$ cat config.mk
export PLATFORM = sky130hd
export DESIGN_NAME = tos_timer
export DESIGN_NICKNAME = d
export VERILOG_FILES = /design/src/design/tos_pkg.sv /design/src/design/tos_timer.sv
export SDC_FILE = /design/constraint.sdc
export NUM_CORES = 1
export LEC_CHECK = 0
export ABC_AREA = 1
export BUFFER_PORTS_ARGS = -buffer_cell sky130_fd_sc_hd__buf_2
export CORE_MARGIN = 5
export CORE_UTILIZATION = 49
export CTS_CLUSTER_DIAMETER = 50
export DETAILED_ROUTE_END_ITERATION = 16
export GPL_TIMING_DRIVEN = 0
export PLACE_DENSITY = 0.81
export SYNTH_ARGS = -nofsm -noshare
export SYNTH_HDL_FRONTEND = slang
export SYNTH_SLANG_ARGS = --single-unit
$ cat constraint.sdc
create_clock -name pclk -period 2.3 [get_ports pclk]
set_clock_uncertainty 0.15 [all_clocks]
set_input_delay 0.345 -clock pclk [delete_from_list [all_inputs] [get_ports pclk]]
set_output_delay 0.345 -clock pclk [all_outputs]
set_load 0.05 [all_outputs]
$ cat src/design/tos_pkg.sv
// Purpose: constants and types for the one-shot 16-bit timer block
// Assumes: apb slave with 32-bit data, one word per register
// Notes:   offsets are byte addresses
package tos_pkg;
  // register byte offsets
  localparam logic [7:0] OFS_MODE   = 8'h00;
  localparam logic [7:0] OFS_OUTCTL = 8'h04;
  localparam logic [7:0] OFS_EDGE   = 8'h08;
  localparam logic [7:0] OFS_CMP0   = 8'h0C;
  localparam logic [7:0] OFS_CMP1   = 8'h10;
  localparam logic [7:0] OFS_COUNT  = 8'h14;
  localparam logic [7:0] OFS_STATUS = 8'h18;
  // mode register: bits 3..1 select the operating mode
  localparam int MODE_LSB = 1;
  localparam int MODE_MSB = 3;
  localparam logic [2:0] MODE_STOP     = 3'h0;
  localparam logic [2:0] MODE_CLR_CMP0 = 3'h6;
  localparam logic [2:0] MODE_EXT_TRIG = 3'h4;
  // output control bits
  localparam int OUT_EN_BIT   = 0;
  localparam int ONESHOT_SOFT_TRIGGER_BIT     = 6;
  localparam int OSHOT_EN_BIT = 4;
  // edge select bits of the external irq mode register
  localparam int ES_LO_BIT = 2;
  localparam int ES_HI_BIT = 3;
  // status bits
  localparam int ST_OVF_BIT  = 0;
  localparam int ST_EDGE_BIT = 1;
  localparam int ST_M0_BIT   = 2;
  localparam int ST_M1_BIT   = 3;
  localparam int ST_PULSE_BIT = 4;
  // reset values and counter step
  localparam logic [7:0]  RST_BYTE = 8'h00;
  localparam logic [15:0] RST_WORD = 16'h0000;
  localparam logic [15:0] CNT_MAX  = 16'hFFFF;
  localparam logic [15:0] CNT_ONE  = 16'h0001;
  // edge select encodings
  localparam logic [1:0] EDGE_FALL = 2'h0;
  localparam logic [1:0] EDGE_RISE = 2'h1;
  localparam logic [1:0] EDGE_BOTH = 2'h3;

  typedef struct packed {
    logic [15:0] cmp0;
    logic [15:0] cmp1;
  } tos_cmp_t;
endpackage

$ cat src/design/tos_timer.sv
// Purpose: 16-bit timer with one-shot pulse output and capture
// Assumes: apb master keeps request stable until pready; inputs synchronous
// Notes:   zero-wait apb slave; pslverr on unmapped address
// Summary of operation
// [RL1] software keeps secondary compare below primary
// [RL2] nonzero mode bits start the counter
// [RL3] first match may shift one count clock
// [RL4] software never writes zero primary compare
// [RL5] compare below count: wrap then match
// [RL6] capture blocked during read, flag still set
// [RL7] stop timer before changing edge select
// [RL8] no software trigger during pulse
// [RL9] retrigger ignored while pulse active
// [RL10] overflow flag on max compare rollover
// [RL11] trigger clears, starts; compares drive output
// [RL12] edge select rising, falling or both
// [RL13] counter runs on until mode cleared
// [RL14] increment each tick, wrap at maximum
//
// The APB slave port and the register offsets were left to the implementer.
`timescale 1ns/1ps
`default_nettype none
module tos_timer (
  input  wire logic        pclk,
  input  wire logic        presetn,
  input  wire logic        psel,
  input  wire logic        penable,
  input  wire logic        pwrite,
  input  wire logic [7:0]  paddr,
  input  wire logic [31:0] pwdata,
  output logic [31:0]      prdata,
  output logic             pready,
  output logic             pslverr,
  input  wire logic        trigger_input_pin,
  input  wire logic        count_tick,
  output logic             pulse_output_pin,
  output logic             primary_match_irq,
  output logic             edge_irq_request_flag
);
  logic [7:0]       mode_ff;
  logic [7:0]       outctl_ff;
  logic [7:0]       edge_ff;
  tos_pkg::tos_cmp_t cmp_ff;
  logic [15:0]      count_ff;
  logic [15:0]      nxt_count;
  logic             trig_d_ff;
  logic             pulse_ff;
  logic             ovf_ff;
  logic             edge_flag_ff;
  logic             m0_flag_ff;
  logic             m1_flag_ff;
  logic [31:0]      prdata_ff;
  logic             wr_acc;
  logic             rd_acc;
  logic             mapped;
  logic [2:0]       mode_sel;
  logic             running;
  logic             valid_edge;
  logic             ext_start;
  logic             soft_start;
  logic             start;
  logic             match0;
  logic             match1;
  logic             cap_read;
  logic             clr_status;

  function automatic logic is_wr(input logic [7:0] ofs);
    is_wr = wr_acc && (paddr == ofs);
  endfunction

  // bus decode; zero wait states keep the slave simple
  assign wr_acc   = psel && penable && pwrite;
  assign rd_acc   = psel && penable && !pwrite;
  assign mapped   = (paddr == tos_pkg::OFS_MODE)   ||
                    (paddr == tos_pkg::OFS_OUTCTL) ||
                    (paddr == tos_pkg::OFS_EDGE)   ||
                    (paddr == tos_pkg::OFS_CMP0)   ||
                    (paddr == tos_pkg::OFS_CMP1)   ||
                    (paddr == tos_pkg::OFS_COUNT)  ||
                    (paddr == tos_pkg::OFS_STATUS);
  assign pready   = 1'b1;
  assign pslverr  = psel && penable && !mapped;
  assign prdata   = prdata_ff;
  assign cap_read = psel && !pwrite && (paddr == tos_pkg::OFS_CMP1);
  assign clr_status = is_wr(tos_pkg::OFS_STATUS);

  // mode decode and trigger edge detection
  assign mode_sel = mode_ff[tos_pkg::MODE_MSB:tos_pkg::MODE_LSB];
  assign running  = (mode_sel != tos_pkg::MODE_STOP); // see [RL2] [RL13]
  always_comb begin
    valid_edge = 1'b0;
    unique case (edge_ff[tos_pkg::ES_HI_BIT:tos_pkg::ES_LO_BIT]) // see [RL12]
      tos_pkg::EDGE_FALL: valid_edge = trig_d_ff && !trigger_input_pin;
      tos_pkg::EDGE_RISE: valid_edge = !trig_d_ff && trigger_input_pin;
      tos_pkg::EDGE_BOTH: valid_edge = trig_d_ff ^ trigger_input_pin;
      default:            valid_edge = 1'b0;
    endcase
  end
  // retrigger is masked while a pulse is out
  assign ext_start = running && valid_edge && !pulse_ff &&
                     outctl_ff[tos_pkg::OSHOT_EN_BIT] &&
                     (mode_sel == tos_pkg::MODE_EXT_TRIG); // see [RL9] [RL11]
  // writing the trigger bit is a pulse, never stored
  assign soft_start = is_wr(tos_pkg::OFS_OUTCTL) &&
                      pwdata[tos_pkg::ONESHOT_SOFT_TRIGGER_BIT] && running;
  assign start  = ext_start || soft_start;
  // compare against the live count; a start lands one tick later at most
  assign match0 = running && count_tick && (count_ff == cmp_ff.cmp0); // see [RL3]
  assign match1 = running && count_tick && (count_ff == cmp_ff.cmp1);

  // trigger sample for edge detection
  always_ff @(posedge pclk or negedge presetn) begin
    if (!presetn) begin
      trig_d_ff <= 1'b0;
    end else begin
      trig_d_ff <= trigger_input_pin;
    end
  end

  // control registers written by software
  always_ff @(posedge pclk or negedge presetn) begin
    if (!presetn) begin
      mode_ff   <= tos_pkg::RST_BYTE;
      outctl_ff <= tos_pkg::RST_BYTE;
      edge_ff   <= tos_pkg::RST_BYTE;
      cmp_ff.cmp0 <= tos_pkg::CNT_MAX;
    end else begin
      if (is_wr(tos_pkg::OFS_MODE)) begin
        mode_ff <= pwdata[7:0];
      end
      if (is_wr(tos_pkg::OFS_OUTCTL)) begin
        outctl_ff <= pwdata[7:0] & ~(8'h01 << tos_pkg::ONESHOT_SOFT_TRIGGER_BIT);
      end
      // software stops the timer first; no guard here
      if (is_wr(tos_pkg::OFS_EDGE)) begin // see [RL7]
        edge_ff <= pwdata[7:0];
      end
      if (is_wr(tos_pkg::OFS_CMP0)) begin // see [RL4]
        cmp_ff.cmp0 <= pwdata[15:0];
      end
    end
  end

  // secondary register: written by software or captured on edge
  always_ff @(posedge pclk or negedge presetn) begin
    if (!presetn) begin
      cmp_ff.cmp1 <= tos_pkg::RST_WORD;
    end else if (is_wr(tos_pkg::OFS_CMP1)) begin // see [RL1]
      cmp_ff.cmp1 <= pwdata[15:0];
    end else if (valid_edge && running && !cap_read &&
                 !outctl_ff[tos_pkg::OSHOT_EN_BIT]) begin // see [RL6]
      cmp_ff.cmp1 <= count_ff;
    end
  end

  // counter next value
  always_comb begin
    nxt_count = count_ff;
    if (!running) begin
      nxt_count = tos_pkg::RST_WORD; // see [RL13]
    end else if (start) begin
      nxt_count = tos_pkg::RST_WORD; // see [RL11]
    end else if (count_tick) begin
      if (match0 && mode_sel == tos_pkg::MODE_CLR_CMP0) begin
        nxt_count = tos_pkg::RST_WORD;
      end else begin
        // below-count compare simply waits for the wrap
        nxt_count = count_ff + tos_pkg::CNT_ONE; // see [RL5] [RL14]
      end
    end
  end

  always_ff @(posedge pclk or negedge presetn) begin
    if (!presetn) begin
      count_ff <= tos_pkg::RST_WORD;
    end else begin
      count_ff <= nxt_count;
    end
  end

  // one-shot output: set on secondary match, cleared on primary match
  always_ff @(posedge pclk or negedge presetn) begin
    if (!presetn) begin
      pulse_ff <= 1'b0;
    end else if (!running) begin
      pulse_ff <= 1'b0;
    end else if (start) begin
      pulse_ff <= 1'b1; // busy until primary match; see [RL8]
    end else if (match0) begin
      pulse_ff <= 1'b0;
    end
  end

  always_ff @(posedge pclk or negedge presetn) begin
    if (!presetn) begin
      pulse_output_pin <= 1'b0;
    end else if (!running || !outctl_ff[tos_pkg::OUT_EN_BIT]) begin
      pulse_output_pin <= 1'b0;
    end else if (match0) begin
      pulse_output_pin <= 1'b0; // see [RL11]
    end else if (match1 && pulse_ff) begin
      pulse_output_pin <= 1'b1;
    end
  end

  // sticky status; set wins over clear-by-write-one
  always_ff @(posedge pclk or negedge presetn) begin
    if (!presetn) begin
      ovf_ff       <= 1'b0;
      edge_flag_ff <= 1'b0;
      m0_flag_ff   <= 1'b0;
      m1_flag_ff   <= 1'b0;
    end else begin
      if (running && count_tick && count_ff == tos_pkg::CNT_MAX &&
          mode_sel == tos_pkg::MODE_CLR_CMP0 &&
          cmp_ff.cmp0 == tos_pkg::CNT_MAX) begin
        ovf_ff <= 1'b1; // see [RL10]
      end else if (clr_status && pwdata[tos_pkg::ST_OVF_BIT]) begin
        ovf_ff <= 1'b0;
      end
      if (valid_edge && running) begin
        edge_flag_ff <= 1'b1; // see [RL6]
      end else if (clr_status && pwdata[tos_pkg::ST_EDGE_BIT]) begin
        edge_flag_ff <= 1'b0;
      end
      if (match0) begin
        m0_flag_ff <= 1'b1;
      end else if (clr_status && pwdata[tos_pkg::ST_M0_BIT]) begin
        m0_flag_ff <= 1'b0;
      end
      if (match1) begin
        m1_flag_ff <= 1'b1;
      end else if (clr_status && pwdata[tos_pkg::ST_M1_BIT]) begin
        m1_flag_ff <= 1'b0;
      end
    end
  end

  // one-cycle match pulse and level edge flag outputs
  always_ff @(posedge pclk or negedge presetn) begin
    if (!presetn) begin
      primary_match_irq <= 1'b0;
    end else begin
      primary_match_irq <= match0;
    end
  end
  assign edge_irq_request_flag = edge_flag_ff;

  // read data registered in the setup cycle, shown in access phase
  always_ff @(posedge pclk or negedge presetn) begin
    if (!presetn) begin
      prdata_ff <= 32'h0000_0000;
    end else if (psel && !penable && !pwrite) begin
      prdata_ff <= 32'h0000_0000;
      unique case (paddr)
        tos_pkg::OFS_MODE:   prdata_ff[7:0]  <= mode_ff;
        tos_pkg::OFS_OUTCTL: prdata_ff[7:0]  <= outctl_ff;
        tos_pkg::OFS_EDGE:   prdata_ff[7:0]  <= edge_ff;
        tos_pkg::OFS_CMP0:   prdata_ff[15:0] <= cmp_ff.cmp0;
        tos_pkg::OFS_CMP1:   prdata_ff[15:0] <= cmp_ff.cmp1;
        tos_pkg::OFS_COUNT:  prdata_ff[15:0] <= count_ff;
        tos_pkg::OFS_STATUS: prdata_ff[4:0]  <= {pulse_ff, m1_flag_ff,
                                 m0_flag_ff, edge_flag_ff, ovf_ff};
        default:             prdata_ff <= 32'h0000_0000;
      endcase
    end
  end

  // checks
  property p_stop_clears;
    @(posedge pclk) disable iff (!presetn)
    !running |=> (count_ff == 16'h0000) && !pulse_output_pin;
  endproperty
  a_stop_clears: assert property (p_stop_clears) // see [RL2]
    else $error("count not cleared while stopped");

  property p_tick_inc;
    @(posedge pclk) disable iff (!presetn)
    running && count_tick && !start && !match0
      |=> count_ff == $past(count_ff) + 16'h0001;
  endproperty
  a_tick_inc: assert property (p_tick_inc) // see [RL14]
    else $error("counter did not advance");

  property p_wrap;
    @(posedge pclk) disable iff (!presetn)
    running && count_tick && !start && count_ff == 16'hFFFF && !match0
      |=> count_ff == 16'h0000;
  endproperty
  a_wrap: assert property (p_wrap) // see [RL5]
    else $error("counter did not wrap");

  property p_ovf;
    @(posedge pclk) disable iff (!presetn)
    running && count_tick && count_ff == 16'hFFFF &&
    mode_sel == 3'h6 && cmp_ff.cmp0 == 16'hFFFF |=> ovf_ff;
  endproperty
  a_ovf: assert property (p_ovf) // see [RL10]
    else $error("overflow flag not set");

  property p_retrig;
    @(posedge pclk) disable iff (!presetn)
    pulse_ff && valid_edge && !soft_start && running
      |=> count_ff != 16'h0000 || $past(count_ff) == 16'hFFFF ||
          $past(match0);
  endproperty
  a_retrig: assert property (p_retrig) // see [RL9]
    else $error("retrigger restarted counter");

  property p_cap_hold;
    @(posedge pclk) disable iff (!presetn)
    cap_read && valid_edge && !wr_acc |=> $stable(cmp_ff.cmp1) && edge_flag_ff;
  endproperty
  a_cap_hold: assert property (p_cap_hold) // see [RL6]
    else $error("capture during read");

  property p_start;
    @(posedge pclk) disable iff (!presetn)
    ext_start |=> count_ff == 16'h0000 && pulse_ff;
  endproperty
  a_start: assert property (p_start) // see [RL11]
    else $error("trigger did not clear and start");

  property p_out_off;
    @(posedge pclk) disable iff (!presetn)
    match0 |=> !pulse_output_pin ##1 !primary_match_irq || match0;
  endproperty
  a_out_off: assert property (p_out_off) // see [RL11]
    else $error("output not cleared on primary match");

  property p_edge_sel;
    @(posedge pclk) disable iff (!presetn)
    running && edge_ff[3:2] == 2'h1 && trig_d_ff && !trigger_input_pin
      |-> !valid_edge;
  endproperty
  a_edge_sel: assert property (p_edge_sel) // see [RL12]
    else $error("falling edge taken in rising mode");
endmodule
`default_nettype wire

==> flow_summary.toml <==
[place]
place.port_buffers = 49
place.gp.congestion = 0.970
dp_hpwl_um = 12800
dpl_cell_area_mm2 = 0.00631

[worst_setup_path]
critical_path_class = "primary input to output port"
arrival_ns = 1.72
worstSetupEndpointType = "output port"
cp_max_fo = 10
reg2reg_depth = 9
endpoint = "pslverr"
r2r-start = "count_ff[5]"
critPathLaunchType = "primary input"
worstSetupStartpoint = "paddr[2]"
reg2reg_slack_ns = 0.34
worstPathRequired_ns = 1.80
worstReg2RegEnd = "pulse_ff"

[sta]
fin_crit_sh_pct = 96.4
finalHoldViolations = 0
finalCriticalPeriod_ns = 2.22
slew_headroom_pct = 52.2
holdWs_ns = 0.0797
tightestPinTransition_ns = 0.713
fmax_ghz = 0.451
setup_viol_count_final = 0
slew_viol_final = 0
rsz0062_at_grt = "no"

[route]
drc = 0
vias_per_cell = 5.53
drtAntennaViolNets = 0
vias = 5642
drtIter0Drc = 650
wl_per_cell_um = 16.7
firstDrtPassIters = 5
wirelength_um = 17100

[layout]
syn_to_final_growth_pct = 15.3
mostFrequentLayoutCells = "nand2_1, dfrtp_1, inv_1"
final_common_cell = "nand2_1"
n_antenna_cell = 0
post-route-util_pct = 57.9
final_nets = 923
drive_above_1_share_pct = 20.0
design_area_mm2 = 0.00667

[cts]
tritoncts = "built"
cts_made_buffers = 9
ctsRootBufferMaster = "clkbuf_16"
clk-insertion-delay-late_ns = 0.35
cts.reportedPaths.clkPinSlew_ns = 0.06
cts.sink_count = 95
cts_max_level = 3
cts.path.max_buffers = 2

[grt]
overflow = 0
grt_first_pass_wirelength_um = 27500
grt_pass1_vias = 5312
globalRouteTotalUtil_pct = 24.4
antenna_found_initial = 0
grt_max_degree = 55

[floorplan]
die_h_um = 119
initial_core_util_pct = 50.2
die_w_um = 119
num_io_pins = 84
coreArea_mm2 = 0.0115
die_area_mm2 = 0.0141
rows = 39

[power_and_ir_drop]
p_total_uw = 3880
vdd_drop_max_uv = 309
power.density_mw_per_mm2 = 581
p_leak_uw = 0.00332

[min_path]
hold_class = "primary input to flip-flop"

[synth]
syn-instance-count = 793
synth-xor-area-share_pct = 2.12
synth_edf_count = 0
synth_top_family_by_area = "simple AND/OR/NAND/NOR gates"
synth_area_per_cell_um2 = 7.30
synth_flop_cell = "dfrtp_1"
yosys_register_bits = 95
synthMuxAreaShare_pct = 0
syn_area_mm2 = 0.00579
synth_fa_ha_area_share_pct = 0.649
yosysUniqueCellTypes = 41
async_flop_share_pct = 100
yosys.area_share.simple_pct = 33.2
yosys_warnings = 0
ys_seq_area_share_pct = 41.4
synth-compound-area-share_pct = 11.4

[flow_run]
max_cap_viol_count = 0

[outcome]
status = "finished, final reports clean"
==> cells in the mapped netlist (2+ instances only) <==
library cell / number / share of area (%)
o22ai_1: 2 / 0.22
buf_4: 19 / 2.5
nor4_1: 4 / 0.43
xor2_1: 3 / 0.45
nor3_2: 2 / 0.35
o21ai_1: 28 / 2.4
nor2_2: 6 / 0.65
conb_1: 2 / 0.13
dfstp_2: 16 / 7.3
o21ai_2: 6 / 0.91
nor3_1: 14 / 1.2
ha_1: 3 / 0.65
inv_2: 12 / 0.78
nand2_4: 2 / 0.39
o211ai_1: 5 / 0.65
nand3_1: 47 / 4.1
inv_1: 78 / 5.1
nand4_1: 23 / 2.5
nor3_4: 2 / 0.56
nor2_4: 5 / 0.97
buf_2: 17 / 1.5
buf_6: 5 / 0.97
nand2_2: 7 / 0.76
xnor2_1: 11 / 1.7
a21oi_1: 22 / 1.9
clkbuf_1: 4 / 0.26
nor2_1: 49 / 3.2
nand2_1: 257 / 17
dfrtp_1: 79 / 34
o21ai_0: 52 / 4.5
==> cells by family (layout without fill, tap and decap cells) <==
group,count (synthesis),in the layout
buffers and inverters,135,205
AND/OR/NAND/NOR,424,424
flip-flops,95,95
XOR/XNOR,14,14
AO/OA/AOI/OAI,120,120
adder cells (fa/ha/maj),3,3
other,2,17
==> area by class of cell <==
type	instances	area, um^2
sequential	95	2400
timing repair buffer	54	313
clock inverter	4	27.5
inverter	90	338
fill	1071	4850
buffer	45	299
tap	143	179
clock buffer	12	267
multi-input combinational	578	2850
==> per-layer routing <==
layer,GRT usage [%],vias to the layer above,share of wire (%)
li1,-,2676,-
met1,34.1,2640,43
met2,36.9,279,45
met3,4.06,47,8.8
met4,11.9,0,3.5
met5,0,-,0
==> sequential cells by signal, summed over array words and instances, names as in the netlist <==
register / count
edge_irq_request_flag: 1
outctl_ff: 7
trig_d_ff: 1
pulse_output_pin: 1
primary_match_irq: 1
m1_flag_ff: 1
mode_ff: 8
m0_flag_ff: 1
prdata: 16
ovf_ff: 1
cmp_ff: 32
edge_ff: 8
pulse_ff: 1
count_ff: 16
==> worst max-delay path, cell delays in order <==
cell and delay (ns):
buf_2 0.13, inv_2 0.05, nand3_2 0.11, nor2_4 0.06, buf_4 0.18, inv_1 0.22
nand4_1 0.18, nor4_4 0.17, clkbuf_4 0.28
==> per-stage QoR <==
step                TNS [ns]  setup slack, ns  std cells
global route               0         0.000272       1021
floorplan                  0            0.288        808
finish                     0           0.0838       1021
CTS                        0           0.0356       1020
global placement      -17.95           -0.233       1000
detailed placement   -0.0156          -0.0156       1001
==> report_power, final <==
group	switching, uW	internal, uW	total [uW]
sequential	87.3	1780	1870
combinational	347	173	520
clock	664	825	1490
==> repair_timing <==
| action | in CTS | in global routing |
|---|---|---|
| pin swaps | 1 | 1 |
| cloned | 0 | 0 |
| hold buffers | 2 | 0 |
| endpoints found under the hold margin | 34 | 0 |
| resized for setup | 0 | 5 |
| buffers inserted | 1 | 1 |
| endpoints found under the setup margin | 1 | 14 |
==> how the worst min path moves through the flow <==
| stage | from | end | slack, ns | cells after the start |
|---|---|---|---|---|
| 2_1_floorplan | presetn | cmp_ff[0] | -0.10 | 0 |
| 4_1_cts | pwdata[11] | cmp_ff[27] | 0.07 | 3 |
| 3_3_place_gp | prdata[0] | prdata[0] | 0.31 | 2 |
| 6_report | pwdata[11] | cmp_ff[27] | 0.08 | 3 |
| 5_1_grt | pwdata[11] | cmp_ff[27] | 0.09 | 3 |
| 3_5_place_dp | presetn | cmp_ff[9] | 0.22 | 1 |
Note: power is estimated with default switching activity, not from simulation.
